## config.mk

```make
export PLATFORM = sky130hd
export DESIGN_NAME = icu_capture_unit
export DESIGN_NICKNAME = d
export VERILOG_FILES = /design/src/icu_pkg.sv /design/src/icu_edge_if.sv /design/src/icu_capture_unit.sv /design/src/icu_pin_sync.sv /design/src/icu_prescaler.sv
export VERILOG_INCLUDE_DIRS = /design/src /design/src/src
export SDC_FILE = /design/constraint.sdc
export NUM_CORES = 1
export LEC_CHECK = 0
export BUFFER_PORTS_ARGS = -buffer_cell sky130_fd_sc_hd__buf_2
export CAP_MARGIN = 20
export CORE_ASPECT_RATIO = 1.25
export CORE_MARGIN = 4
export CORE_UTILIZATION = 40
export DETAILED_ROUTE_END_ITERATION = 10
export SLEW_MARGIN = 20
export SYNTH_ARGS = -nofsm -noshare
export SYNTH_HDL_FRONTEND = slang
export SYNTH_SLANG_ARGS = --single-unit
```

## constraint.sdc

```tcl
create_clock -name ref_clk -period 2.3 [get_ports ref_clk]
set_clock_uncertainty 0.2 [all_clocks]
set_input_delay 0.23 -clock ref_clk [delete_from_list [all_inputs] [get_ports ref_clk]]
set_output_delay 0.23 -clock ref_clk [all_outputs]
set_load 0.005 [all_outputs]
```

## src/icu_consts.svh

```systemverilog
// Constants of the input capture unit: offsets, fields, reset values, mode codes.
// Assumes a 32-bit classic Wishbone slave with byte addresses on wb_adr_i.
// Overview of operation
// - Capture copies full 16-bit timer count.
// - Mode selects fall, rise, 4th, 16th rise.
// - Each capture sets the capture interrupt flag.
// - New capture overwrites unread value, no overrun.
// - Edge detector watches pin even when driven.
// - Prescaler cleared when off or not capture.
// - Any reset clears the prescaler counter.
// - Capture prescale change keeps the old count.
// - Capture and wake keep working in sleep.
// - Stopped timer source holds count until wake.
`ifndef ICU_CONSTS_SVH
`define ICU_CONSTS_SVH

`define ICU_ADDR_CTRL 8'h00
`define ICU_ADDR_VAL_LO 8'h04
`define ICU_ADDR_VAL_HI 8'h08
`define ICU_ADDR_IRQ_EN 8'h0C
`define ICU_ADDR_IRQ_FLAG 8'h10
`define ICU_ADDR_TMR_LO 8'h14
`define ICU_ADDR_TMR_HI 8'h18
`define ICU_ADDR_TMR_CTRL 8'h1C
`define ICU_ADDR_PIN_CTRL 8'h20

`define ICU_MODE_OFF 4'h0
`define ICU_MODE_FALL 4'h4
`define ICU_MODE_RISE 4'h5
`define ICU_MODE_RISE4 4'h6
`define ICU_MODE_RISE16 4'h7

`define ICU_CTRL_MODE_LSB 0
`define ICU_CTRL_DUTY_LSB 4
`define ICU_IRQ_CAPTURE_BIT 0
`define ICU_TMR_ON_BIT 0
`define ICU_TMR_EXT_BIT 1
`define ICU_PIN_DATA_BIT 0
`define ICU_PIN_DIR_BIT 1

`define ICU_CTRL_RESET 8'h00
`define ICU_IRQ_RESET 8'h00
`define ICU_TMR_CTRL_RESET 8'h00
`define ICU_SYNC_STAGES 2

`endif

```

## src/icu_pkg.sv

```systemverilog
// Types shared by the input capture unit.
// Assumes icu_consts.svh is on the include path.
`include "icu_consts.svh"

package icu_pkg;
  typedef logic [31:0] icu_word_t;
  typedef logic [7:0] icu_byte_t;
  typedef logic [15:0] icu_count_t;
  typedef enum logic [3:0] {
    ICU_MODE_OFF_E = `ICU_MODE_OFF,
    ICU_MODE_FALL_E = `ICU_MODE_FALL,
    ICU_MODE_RISE_E = `ICU_MODE_RISE,
    ICU_MODE_RISE4_E = `ICU_MODE_RISE4,
    ICU_MODE_RISE16_E = `ICU_MODE_RISE16
  } icu_mode_t;
endpackage : icu_pkg

```

## src/icu_edge_if.sv

```systemverilog
// Synchronized level and edge pulses of one outside input.
// Assumes producer and consumer share ref_clk.
`timescale 1ns/10ps

interface icu_edge_if;
  logic level;
  logic rise;
  logic fall;
  modport producer (output level, output rise, output fall);
  modport consumer (input level, input rise, input fall);
endinterface : icu_edge_if

```

## src/icu_capture_unit.sv

```systemverilog
// Input capture unit: timer, capture latch, interrupt flag and Wishbone registers.
// Assumes a classic Wishbone master on ref_clk and an outside wire
// that resolves the capture pin from capturePinOut and capturePinOe.
//
// Added by the designer: the address map and register access over Wishbone.
`timescale 1ns/10ps
`include "icu_consts.svh"

module icu_capture_unit (
  // Clock and reset
  input wire logic ref_clk,
  input wire logic sys_rst,
  // Wishbone slave
  input wire logic wb_cyc_i,
  input wire logic wb_stb_i,
  input wire logic wb_we_i,
  input wire logic [7:0] wb_adr_i,
  input wire logic [3:0] wb_sel_i,
  input wire icu_pkg::icu_word_t wb_dat_i,
  output icu_pkg::icu_word_t wb_dat_o,
  output logic wb_ack_o,
  // Capture pin
  input wire logic capturePinIn,
  output logic capturePinOut,
  output logic capturePinOe,
  // Timer clock and power
  input wire logic extTimerClkPin,
  input wire logic sleepReq,
  // Interrupt
  output logic irq,
  output logic wakeReq
);
  import icu_pkg::*;

  // Bus request decode
  logic busReq;
  logic busWr;
  logic busRd;
  logic hitCtrl;
  logic hitValLo;
  logic hitValHi;
  logic hitIrqEn;
  logic hitIrqFlag;
  logic hitTmrLo;
  logic hitTmrHi;
  logic hitTmrCtrl;
  logic hitPinCtrl;
  icu_byte_t wrByte;
  icu_byte_t rdByte;

  // Registers
  logic wbAck_reg;
  icu_word_t rdData_reg;
  icu_byte_t ctrl_reg;
  icu_byte_t ctrl_next;
  icu_count_t capValue_reg;
  icu_count_t capValue_next;
  logic capIrqEn_reg;
  logic capIrqFlag_reg;
  logic capIrqFlag_next;
  icu_count_t timerCount_reg;
  icu_count_t timerCount_next;
  logic timerOn_reg;
  logic timerExt_reg;
  logic pinData_reg;
  logic pinOe_reg;
  logic irq_reg;
  logic wake_reg;

  // Derived control
  icu_mode_t mode;
  logic capEvent;
  logic timerTick;
  logic asleep;

  // Synchronized outside inputs
  icu_edge_if capEdge ();
  icu_edge_if extClkEdge ();
  icu_edge_if sleepEdge ();

  // The pin wire is watched whatever its direction, so port writes can capture
  icu_pin_sync u_cap_sync (
    .ref_clk(ref_clk),
    .sys_rst(sys_rst),
    .pinIn(capturePinIn),
    .edge_o(capEdge)
  );

  icu_pin_sync u_ext_sync (
    .ref_clk(ref_clk),
    .sys_rst(sys_rst),
    .pinIn(extTimerClkPin),
    .edge_o(extClkEdge)
  );

  icu_pin_sync u_sleep_sync (
    .ref_clk(ref_clk),
    .sys_rst(sys_rst),
    .pinIn(sleepReq),
    .edge_o(sleepEdge)
  );

  icu_prescaler #(
    .CNT_W(4)
  ) u_prescaler (
    .ref_clk(ref_clk),
    .sys_rst(sys_rst),
    .mode(mode),
    .edge_i(capEdge),
    .capEvent(capEvent)
  );

  // Bus decode
  assign busReq = wb_cyc_i & wb_stb_i & ~wbAck_reg;
  assign busWr = busReq & wb_we_i & wb_sel_i[0];
  assign busRd = busReq & ~wb_we_i;
  assign wrByte = wb_dat_i[7:0];
  assign hitCtrl = (wb_adr_i == `ICU_ADDR_CTRL);
  assign hitValLo = (wb_adr_i == `ICU_ADDR_VAL_LO);
  assign hitValHi = (wb_adr_i == `ICU_ADDR_VAL_HI);
  assign hitIrqEn = (wb_adr_i == `ICU_ADDR_IRQ_EN);
  assign hitIrqFlag = (wb_adr_i == `ICU_ADDR_IRQ_FLAG);
  assign hitTmrLo = (wb_adr_i == `ICU_ADDR_TMR_LO);
  assign hitTmrHi = (wb_adr_i == `ICU_ADDR_TMR_HI);
  assign hitTmrCtrl = (wb_adr_i == `ICU_ADDR_TMR_CTRL);
  assign hitPinCtrl = (wb_adr_i == `ICU_ADDR_PIN_CTRL);

  // Read selection; unmapped addresses read zero
  assign rdByte =
    hitCtrl ? {2'h0, ctrl_reg[5:0]} :
    hitValLo ? capValue_reg[7:0] :
    hitValHi ? capValue_reg[15:8] :
    hitIrqEn ? {7'h00, capIrqEn_reg} :
    hitIrqFlag ? {7'h00, capIrqFlag_reg} :
    hitTmrLo ? timerCount_reg[7:0] :
    hitTmrHi ? timerCount_reg[15:8] :
    hitTmrCtrl ? {6'h00, timerExt_reg, timerOn_reg} :
    hitPinCtrl ? {6'h00, ~pinOe_reg, pinData_reg} : 8'h00;

  // Control register; bits 7:6 are not implemented
  assign ctrl_next = (busWr & hitCtrl) ? {2'h0, wrByte[5:0]} : ctrl_reg;
  assign mode = icu_mode_t'(ctrl_reg[`ICU_CTRL_MODE_LSB +: 4]);

  // Timer: internal source stops while asleep, external pin keeps counting
  assign asleep = sleepEdge.level;
  assign timerTick = timerOn_reg &
                     (timerExt_reg ? extClkEdge.rise : ~asleep);
  assign timerCount_next =
    (busWr & hitTmrLo) ? {timerCount_reg[15:8], wrByte} :
    (busWr & hitTmrHi) ? {wrByte, timerCount_reg[7:0]} :
    timerTick ? timerCount_reg + 16'h0001 : timerCount_reg;

  // Capture latch: a capture beats a software write and overwrites old data
  assign capValue_next =
    capEvent ? timerCount_reg :
    (busWr & hitValLo) ? {capValue_reg[15:8], wrByte} :
    (busWr & hitValHi) ? {wrByte, capValue_reg[7:0]} : capValue_reg;

  // Sticky flag, write one to clear; a capture in the same cycle wins
  assign capIrqFlag_next =
    capEvent |
    (capIrqFlag_reg & ~(busWr & hitIrqFlag & wrByte[`ICU_IRQ_CAPTURE_BIT]));

  // Bus handshake
  always_ff @(posedge ref_clk) begin
    if (sys_rst) begin
      wbAck_reg <= 1'b0;
      rdData_reg <= 32'h0000_0000;
    end else begin
      wbAck_reg <= busReq;
      rdData_reg <= busRd ? {24'h00_0000, rdByte} : rdData_reg;
    end
  end

  // Capture control and captured value
  always_ff @(posedge ref_clk) begin
    if (sys_rst) begin
      ctrl_reg <= `ICU_CTRL_RESET;
      capValue_reg <= 16'h0000;
    end else begin
      ctrl_reg <= ctrl_next;
      capValue_reg <= capValue_next;
    end
  end

  // Interrupt enable and flag
  always_ff @(posedge ref_clk) begin
    if (sys_rst) begin
      capIrqEn_reg <= 1'b0;
      capIrqFlag_reg <= 1'b0;
    end else begin
      if (busWr & hitIrqEn) begin
        capIrqEn_reg <= wrByte[`ICU_IRQ_CAPTURE_BIT];
      end
      capIrqFlag_reg <= capIrqFlag_next;
    end
  end

  // Shared timer
  always_ff @(posedge ref_clk) begin
    if (sys_rst) begin
      timerCount_reg <= 16'h0000;
      timerOn_reg <= 1'b0;
      timerExt_reg <= 1'b0;
    end else begin
      timerCount_reg <= timerCount_next;
      if (busWr & hitTmrCtrl) begin
        timerOn_reg <= wrByte[`ICU_TMR_ON_BIT];
        timerExt_reg <= wrByte[`ICU_TMR_EXT_BIT];
      end
    end
  end

  // Port latch and direction of the capture pin; reset leaves it an input
  always_ff @(posedge ref_clk) begin
    if (sys_rst) begin
      pinData_reg <= 1'b0;
      pinOe_reg <= 1'b0;
    end else if (busWr & hitPinCtrl) begin
      pinData_reg <= wrByte[`ICU_PIN_DATA_BIT];
      pinOe_reg <= ~wrByte[`ICU_PIN_DIR_BIT];
    end
  end

  // Interrupt and wake outputs follow the flag one cycle later
  always_ff @(posedge ref_clk) begin
    if (sys_rst) begin
      irq_reg <= 1'b0;
      wake_reg <= 1'b0;
    end else begin
      irq_reg <= capIrqFlag_reg & capIrqEn_reg;
      wake_reg <= capIrqFlag_reg & capIrqEn_reg & asleep;
    end
  end

  assign wb_ack_o = wbAck_reg;
  assign wb_dat_o = rdData_reg;
  assign capturePinOut = pinData_reg;
  assign capturePinOe = pinOe_reg;
  assign irq = irq_reg;
  assign wakeReq = wake_reg;
endmodule : icu_capture_unit

```

## src/icu_pin_sync.sv

```systemverilog
// Two-flop synchronizer with edge detection against the previous sampled level.
// Assumes pinIn is asynchronous to ref_clk.
`timescale 1ns/10ps

module icu_pin_sync (
  // Clock and reset
  input wire logic ref_clk,
  input wire logic sys_rst,
  // Raw pin
  input wire logic pinIn,
  // Clean edges
  icu_edge_if.producer edge_o
);
  import icu_pkg::*;

  logic meta_reg;
  logic sync_reg;
  logic prev_reg;

  always_ff @(posedge ref_clk) begin
    if (sys_rst) begin
      meta_reg <= 1'b0;
      sync_reg <= 1'b0;
      prev_reg <= 1'b0;
    end else begin
      meta_reg <= pinIn;
      sync_reg <= meta_reg;
      prev_reg <= sync_reg;
    end
  end

  assign edge_o.level = sync_reg;
  assign edge_o.rise = sync_reg & ~prev_reg;
  assign edge_o.fall = ~sync_reg & prev_reg;
endmodule : icu_pin_sync

```

## src/icu_prescaler.sv

```systemverilog
// Edge prescaler: turns pin edges into qualified capture events.
// Assumes clean one-cycle edge pulses from icu_pin_sync.
`timescale 1ns/10ps

module icu_prescaler #(
  parameter int CNT_W = 4
) (
  // Clock and reset
  input wire logic ref_clk,
  input wire logic sys_rst,
  // Mode and edges
  input wire icu_pkg::icu_mode_t mode,
  icu_edge_if.consumer edge_i,
  // Qualified event
  output logic capEvent
);
  import icu_pkg::*;

  logic [CNT_W-1:0] count_reg;
  logic [CNT_W-1:0] count_next;
  logic isCapture;
  logic wrap4;
  logic wrap16;

  assign isCapture = (mode == ICU_MODE_FALL_E) | (mode == ICU_MODE_RISE_E)
                   | (mode == ICU_MODE_RISE4_E) | (mode == ICU_MODE_RISE16_E);
  // Only the mode code matters, so switching prescale keeps the count
  assign count_next = !isCapture ? '0 :
                      edge_i.rise ? count_reg + 1'b1 : count_reg;
  assign wrap4 = (count_reg[1:0] == 2'h3);
  assign wrap16 = (count_reg == {CNT_W{1'b1}});
  assign capEvent = (mode == ICU_MODE_FALL_E) ? edge_i.fall :
                    (mode == ICU_MODE_RISE_E) ? edge_i.rise :
                    (mode == ICU_MODE_RISE4_E) ? edge_i.rise & wrap4 :
                    (mode == ICU_MODE_RISE16_E) ? edge_i.rise & wrap16 : 1'b0;

  always_ff @(posedge ref_clk) begin
    if (sys_rst) begin
      count_reg <= '0;
    end else begin
      count_reg <= count_next;
    end
  end
endmodule : icu_prescaler

```

; ---- Yosys cells after proc, flatten, opt, wreduce, memory -nomap -nowiden
; Index checks and enable logic that the tools add are counted.
[word_totals]
output_inout_bits = 37
in_bits = 52
elab_cells = 110
register_bits = 67
[op_classes]
bitwise_logic = 39
add_sub_neg = 2
reduce_logical = 9
n_eq_ne = 16
n_mux = 20
[ops]
columns = cell, count
row1 = $mux 16, 5
row2 = $mux 8, 8
row3 = $eq 8x5->1 const B, 4
row4 = $and 1x1->1, 24
row5 = $add 16x1->16 const B, 1
row6 = $eq 4x3->1 const B, 4
row7 = $eq 8x4->1 const B, 2
row8 = $not 1->1, 11
row9 = $eq 8x3->1 const B, 1
row10 = $eq 8x6->1 const B, 1
row11 = $logic_not 8->1, 1
row12 = $reduce_bool 2->1, 4
row13 = $reduce_and 2->1, 3
row14 = $mux 1, 5
row15 = $add 4x1->4 const B, 1
row16 = $eq 4x4->1 const B, 1
row17 = $mux 2, 2
row18 = $ne 2x2->1 const B, 2
row19 = $or 1x1->1, 4
row20 = $eq 2x2->1 const B, 1
row21 = $reduce_or 2->1, 1

; ---- Longest topological paths before layout
[logic_depth]
ltp_word = 10
mapped_depth = 9
mapped_depth_nobuf = 6

; ---- Hierarchy
; Synthesis repeated with hierarchy kept, for this count alone.
[unflattened]
hier_cells = 445
area_unflattened_um2 = 3758.6
[modules_own_cells]
columns = module, area_per_inst_um2, seq_area_each_um2, cells_per_inst, n_inst
row1 = icu_capture_unit, 3274.4, 1101.1, 399, 1
row2 = icu_pin_sync, 91.3, 60.1, 8, 3
row3 = icu_prescaler, 210.2, 80.1, 22, 1

; ---- Worst setup path after synthesis
; Ideal clock, no wire load.
[synth_path]
path_type = input-to-reg
from = input port wb_adr_i[1]
to = register timerCount_reg[5]
cell_stages = 9
arrival_time_ns = 2.051
path_buffers = 4
required_time_ns = 1.966
path_slack_ns = -0.085
path_cell_list = or4_4 > buf_6 > or3_1 > buf_2 > or3_1 > buf_6 > buf_6 > nor2_1 > a211oi_2
[synth_via]
elab_chain_len = 4
word_cells_on_any_way = 8
cone_classes = eq/ne: 3 / mux: 1 / bitwise: 2 / reduce/logical: 2
[synth_lines]
columns = item, line_no
row1 = from (decl), icu_capture_unit.sv:17  ; input wire logic [7:0] wb_adr_i,
row2 = $eq 8x5->1 (no line), n/a
row3 = "$and 1x1->1, on equally long branches", "icu_capture_unit.sv:149, icu_capture_unit.sv:150"
row4 = $ne 2x2->1 (no line) or $reduce_bool 2->1 (tied branches), n/a
row5 = $reduce_and 2->1 (no line), n/a
row6 = to (signal assigned), icu_capture_unit.sv:206  ; timerCount_reg <= timerCount_next;
row7 = to (decl), icu_capture_unit.sv:61  ; icu_count_t timerCount_reg;
; Several ways; a longest one is shown, not always the timed one.
; A chain may end at the register's enable or synchronous reset.

; ---- Final worst setup path
[layout_path]
from = input port wb_adr_i[1]
to = register capValue_reg[5]
[layout_via]
elab_chain_len = 4
word_cells_on_any_way = 5
cone_classes = eq/ne: 1 / mux: 2 / bitwise: 1 / reduce/logical: 1
[layout_lines]
columns = item, line_no
row1 = $eq 8x3->1 (no line) (*), n/a
row2 = $and 1x1->1 (*), icu_capture_unit.sv:156  ; (busWr & hitValLo) ? {capValue_reg[15:8], wrByte} :
row3 = $mux 16, icu_capture_unit.sv:156
row4 = $mux 16, icu_capture_unit.sv:155  ; capEvent ? timerCount_reg :
row5 = to (signal assigned), icu_capture_unit.sv:182  ; capValue_reg <= capValue_next;
row6 = to (decl), icu_capture_unit.sv:56  ; icu_count_t capValue_reg;
; Every way passes the cells marked *; elsewhere a longest branch is shown, timed or not. The select of a mux whose other input is x is not followed.

==> run_results.csv <==
group,metric,value,unit
status,status,"complete, no violations",
power,power_leakage,1.93,nW
synthesis,synth-simple-area-share,0.250,
final_layout,n_fill_cell,911,
setup_path,crit_arrival,2180,ps
clock_network,cts_setup_buffers,0,
synthesis,ys_types,59,
synthesis,synth.top_cells.by_count,"67 x dfxtp_1, 51 x nor2_1, 35 x nand2_1, 33 x mux2i_1, 24 x buf_4",
final_layout,areaGrowthSynthToFinish,18.8,%
setup_path,max_stage_delay,550,ps
die,start_util,0.413,
setup_path,crit_family,"simple AND/OR/NAND/NOR gates",
die,rows,39,
global_route,grt.busiest_layer,"met2",
route,postRouteAntennaNets,0,
synthesis,ys_ff_latch,67,
clock_network,cts_max_level,3,
clock_network,clk_latency,330,ps
synthesis,synth_compound_area_frac,0.186,
route,drc,0,
route,drt_iter0_markers,256,
setup_path,cp_num_buf_inv,2,
synthesis,synth_top_area_share,0.354,
final_layout,instances_no_fill,634,
final_layout,nets,560,
setup_path,crit_fanout,8,
synthesis,synth_fa_ha_area_frac,0.00660,
global_route,grtUsageMet3,0.0428,
flow_run,cap_viol_max_count,0,
synthesis,synth_edf_count,0,
die,die_w,95.1,um
synthesis,synth-async-reset-ratio,0,
placement,place.port_buffers,37,
sta,maxSlewViolCount,0,
sta,rsz0062_at_grt,"no",
placement,placed_cells,615,
route,drt_pass1_iterations,5,
synthesis,yosys_warnings,0,
sta,post-route-period-util,0.928,
clock_network,clockBufferDepth,2,
setup_path,critPathKind,"in2reg",
synthesis,synth_largest_area_cell,"dfxtp_1",
global_route,antenna_found_initial,0,
setup_path,r2r_setup_slack,170,ps
synthesis,avgSynthCellArea,8.37,um2
route,vias,3486,
route,wl,10.7,mm
min_path,hold_class,"in2reg",
route,post_drt_via_cell_ratio,5.50,
sta,clock.fmax,468,MHz
placement,finalWeightedCongestion,0.883,
clock_network,cts.repair.resized,0,
setup_path,cp_slowest_cell,"or4_4",
clock_network,cts_buffers,9,
final_layout,diodes,0,
synthesis,synth_area_leaders,"dfxtp_1 35%, mux2i_1 8.7%, nor2_1 5.1%",
synthesis,ys_seq_area_frac,0.354,
die,ios,89,
clock_network,path_clk_slew,60,ps
global_route,grt_pass1_wl,17.0,mm
synthesis,yosys-mux-area-fraction,0.0931,
global_route,grt_overflow,0,
die,core-area,0.00917,mm2
die,fp.dieArea,0.0111,mm2
setup_path,crit_chain,"buf_2, or4_4, buf_4, nor4_1, nand3_2, mux2i_1, a211oi_1",
global_route,grt_pass1_vias,3242,
clock_network,cts_tree,"built",
global_route,grt.total_usage,0.201,
route,wl_per_cell,16.8,um
sta,hold_violations,0,
clock_network,cts_sinks,67,
synthesis,netlist_instances,453,
power,power_density,608,mW/mm2
synthesis,synthesis.area,0.00379,mm2
synthesis,synthFlopType,"dfxtp_1",
global_route,grt_start_max_net_pins,56,
setup_path,crit_path_start_kind,"input port",
synthesis,yosysMostFrequentCell,"dfxtp_1",
synthesis,synth_top_family_by_area,"simple AND/OR/NAND/NOR gates",
sta,slew_headroom,0.558,
sta,worstMarginPinSlew,664,ps
global_route,met1_usage,0.262,
clock_network,cts_root_buf,"clkbuf_16",
setup_path,end_kind,"flip-flop",
die,die_h,117,um
sta,setup_viol,0,
synthesis,synth_xor_area_frac,0.0254,
global_route,grt.met2_usage,0.333,
setup_path,cp.required,2350,ps
placement,dp_hpwl,7.77,mm
final_layout,layout-drive-gt1-share,0.204,
power,peakVddDrop,363,uV
sta,fin_setup_tns,0,ps
sta,period_needed,2140,ps
-- kinds of logic after synthesis --
logic type / after synthesis
AO/OA/AOI/OAI: 98
XOR/XNOR: 11
adder cells (fa/ha/maj): 2
buffers and inverters: 55
flip-flops: 67
multiplexers: 35
other: 1
AND/OR/NAND/NOR: 184
-- worst paths after layout --
check,start,to,depth (start not counted)
setup / recovery,wb_adr_i[1],capValue_reg[5],7
hold reg to reg,u_cap_sync.meta_reg,u_cap_sync.edge_o.level,1
hold / removal,wb_dat_i[4],ctrl_reg[4],3
setup reg to reg,wb_ack_o,capValue_reg[5],5
-- metrics by stage --
stage	worst slack (ps)	power, mW	hold WS (ps)	area (um2)	utilization
after floorplan	-60.5	1.33	158	3880	-
after global placement	-134	1.39	230	4180	0.455
after detailed placement	-168	1.39	230	4180	0.455
after CTS	176	2.76	44.6	4500	0.491
after global routing	1.27	2.84	47.0	4500	0.491
final	165	2.74	42.3	4500	0.491
-- tightest hold or removal path, stage by stage --
cell	delay [ps]
buf_2	150
mux2i_1	80
nor2_1	70
-- where the power goes --
| part | leakage, nW | switching [mW] | internal [mW] |
|---|---|---|---|
| Combinational | 1.25 | 0.125 | 0.0701 |
| Sequential | 0.541 | 0.00404 | 1.17 |
| Clock | 0.139 | 0.502 | 0.867 |
| Total | 1.93 | 0.631 | 2.11 |
-- routing by layer --
| metal | wire length (um) | share of wire |
|---|---|---|
| met5 | 0 | 0 |
| met4 | 142 | 0.013 |
| met3 | 499 | 0.047 |
| met2 | 5320 | 0.50 |
| met1 | 4690 | 0.44 |
-- what timing repair did --
item	4_1_cts	5_1_grt
hold buffers	3	0
hold endpoints to repair	3	0
endpoints found under the setup margin	0	0
-- area by class of cell --
cell class / instances / area, um2 / share of cell area
multi-input combinational: 354 / 2220 / 0.494
inverter: 2 / 7.51 / 0.00167
sequential: 67 / 1340 / 0.298
tap: 123 / 154 / 0.0342
clock buffer: 12 / 246 / 0.0547
timing repair buffer: 72 / 480 / 0.107
clock inverter: 4 / 50.0 / 0.0111
-- placed cells by master, fill, tap and decap left out, types with 12 or more instances in the layout --
cell type	n
nand4_1	12
a21oi_1	20
a211oi_1	15
nand3_1	14
buf_2	37
nor3_1	15
nor2b_1	13
mux2i_1	33
nor2_1	49
o21ai_0	14
nand2_1	35
conb_1	24
buf_4	30
dfxtp_1	67
Note: power is estimated with default switching activity, not from simulation.
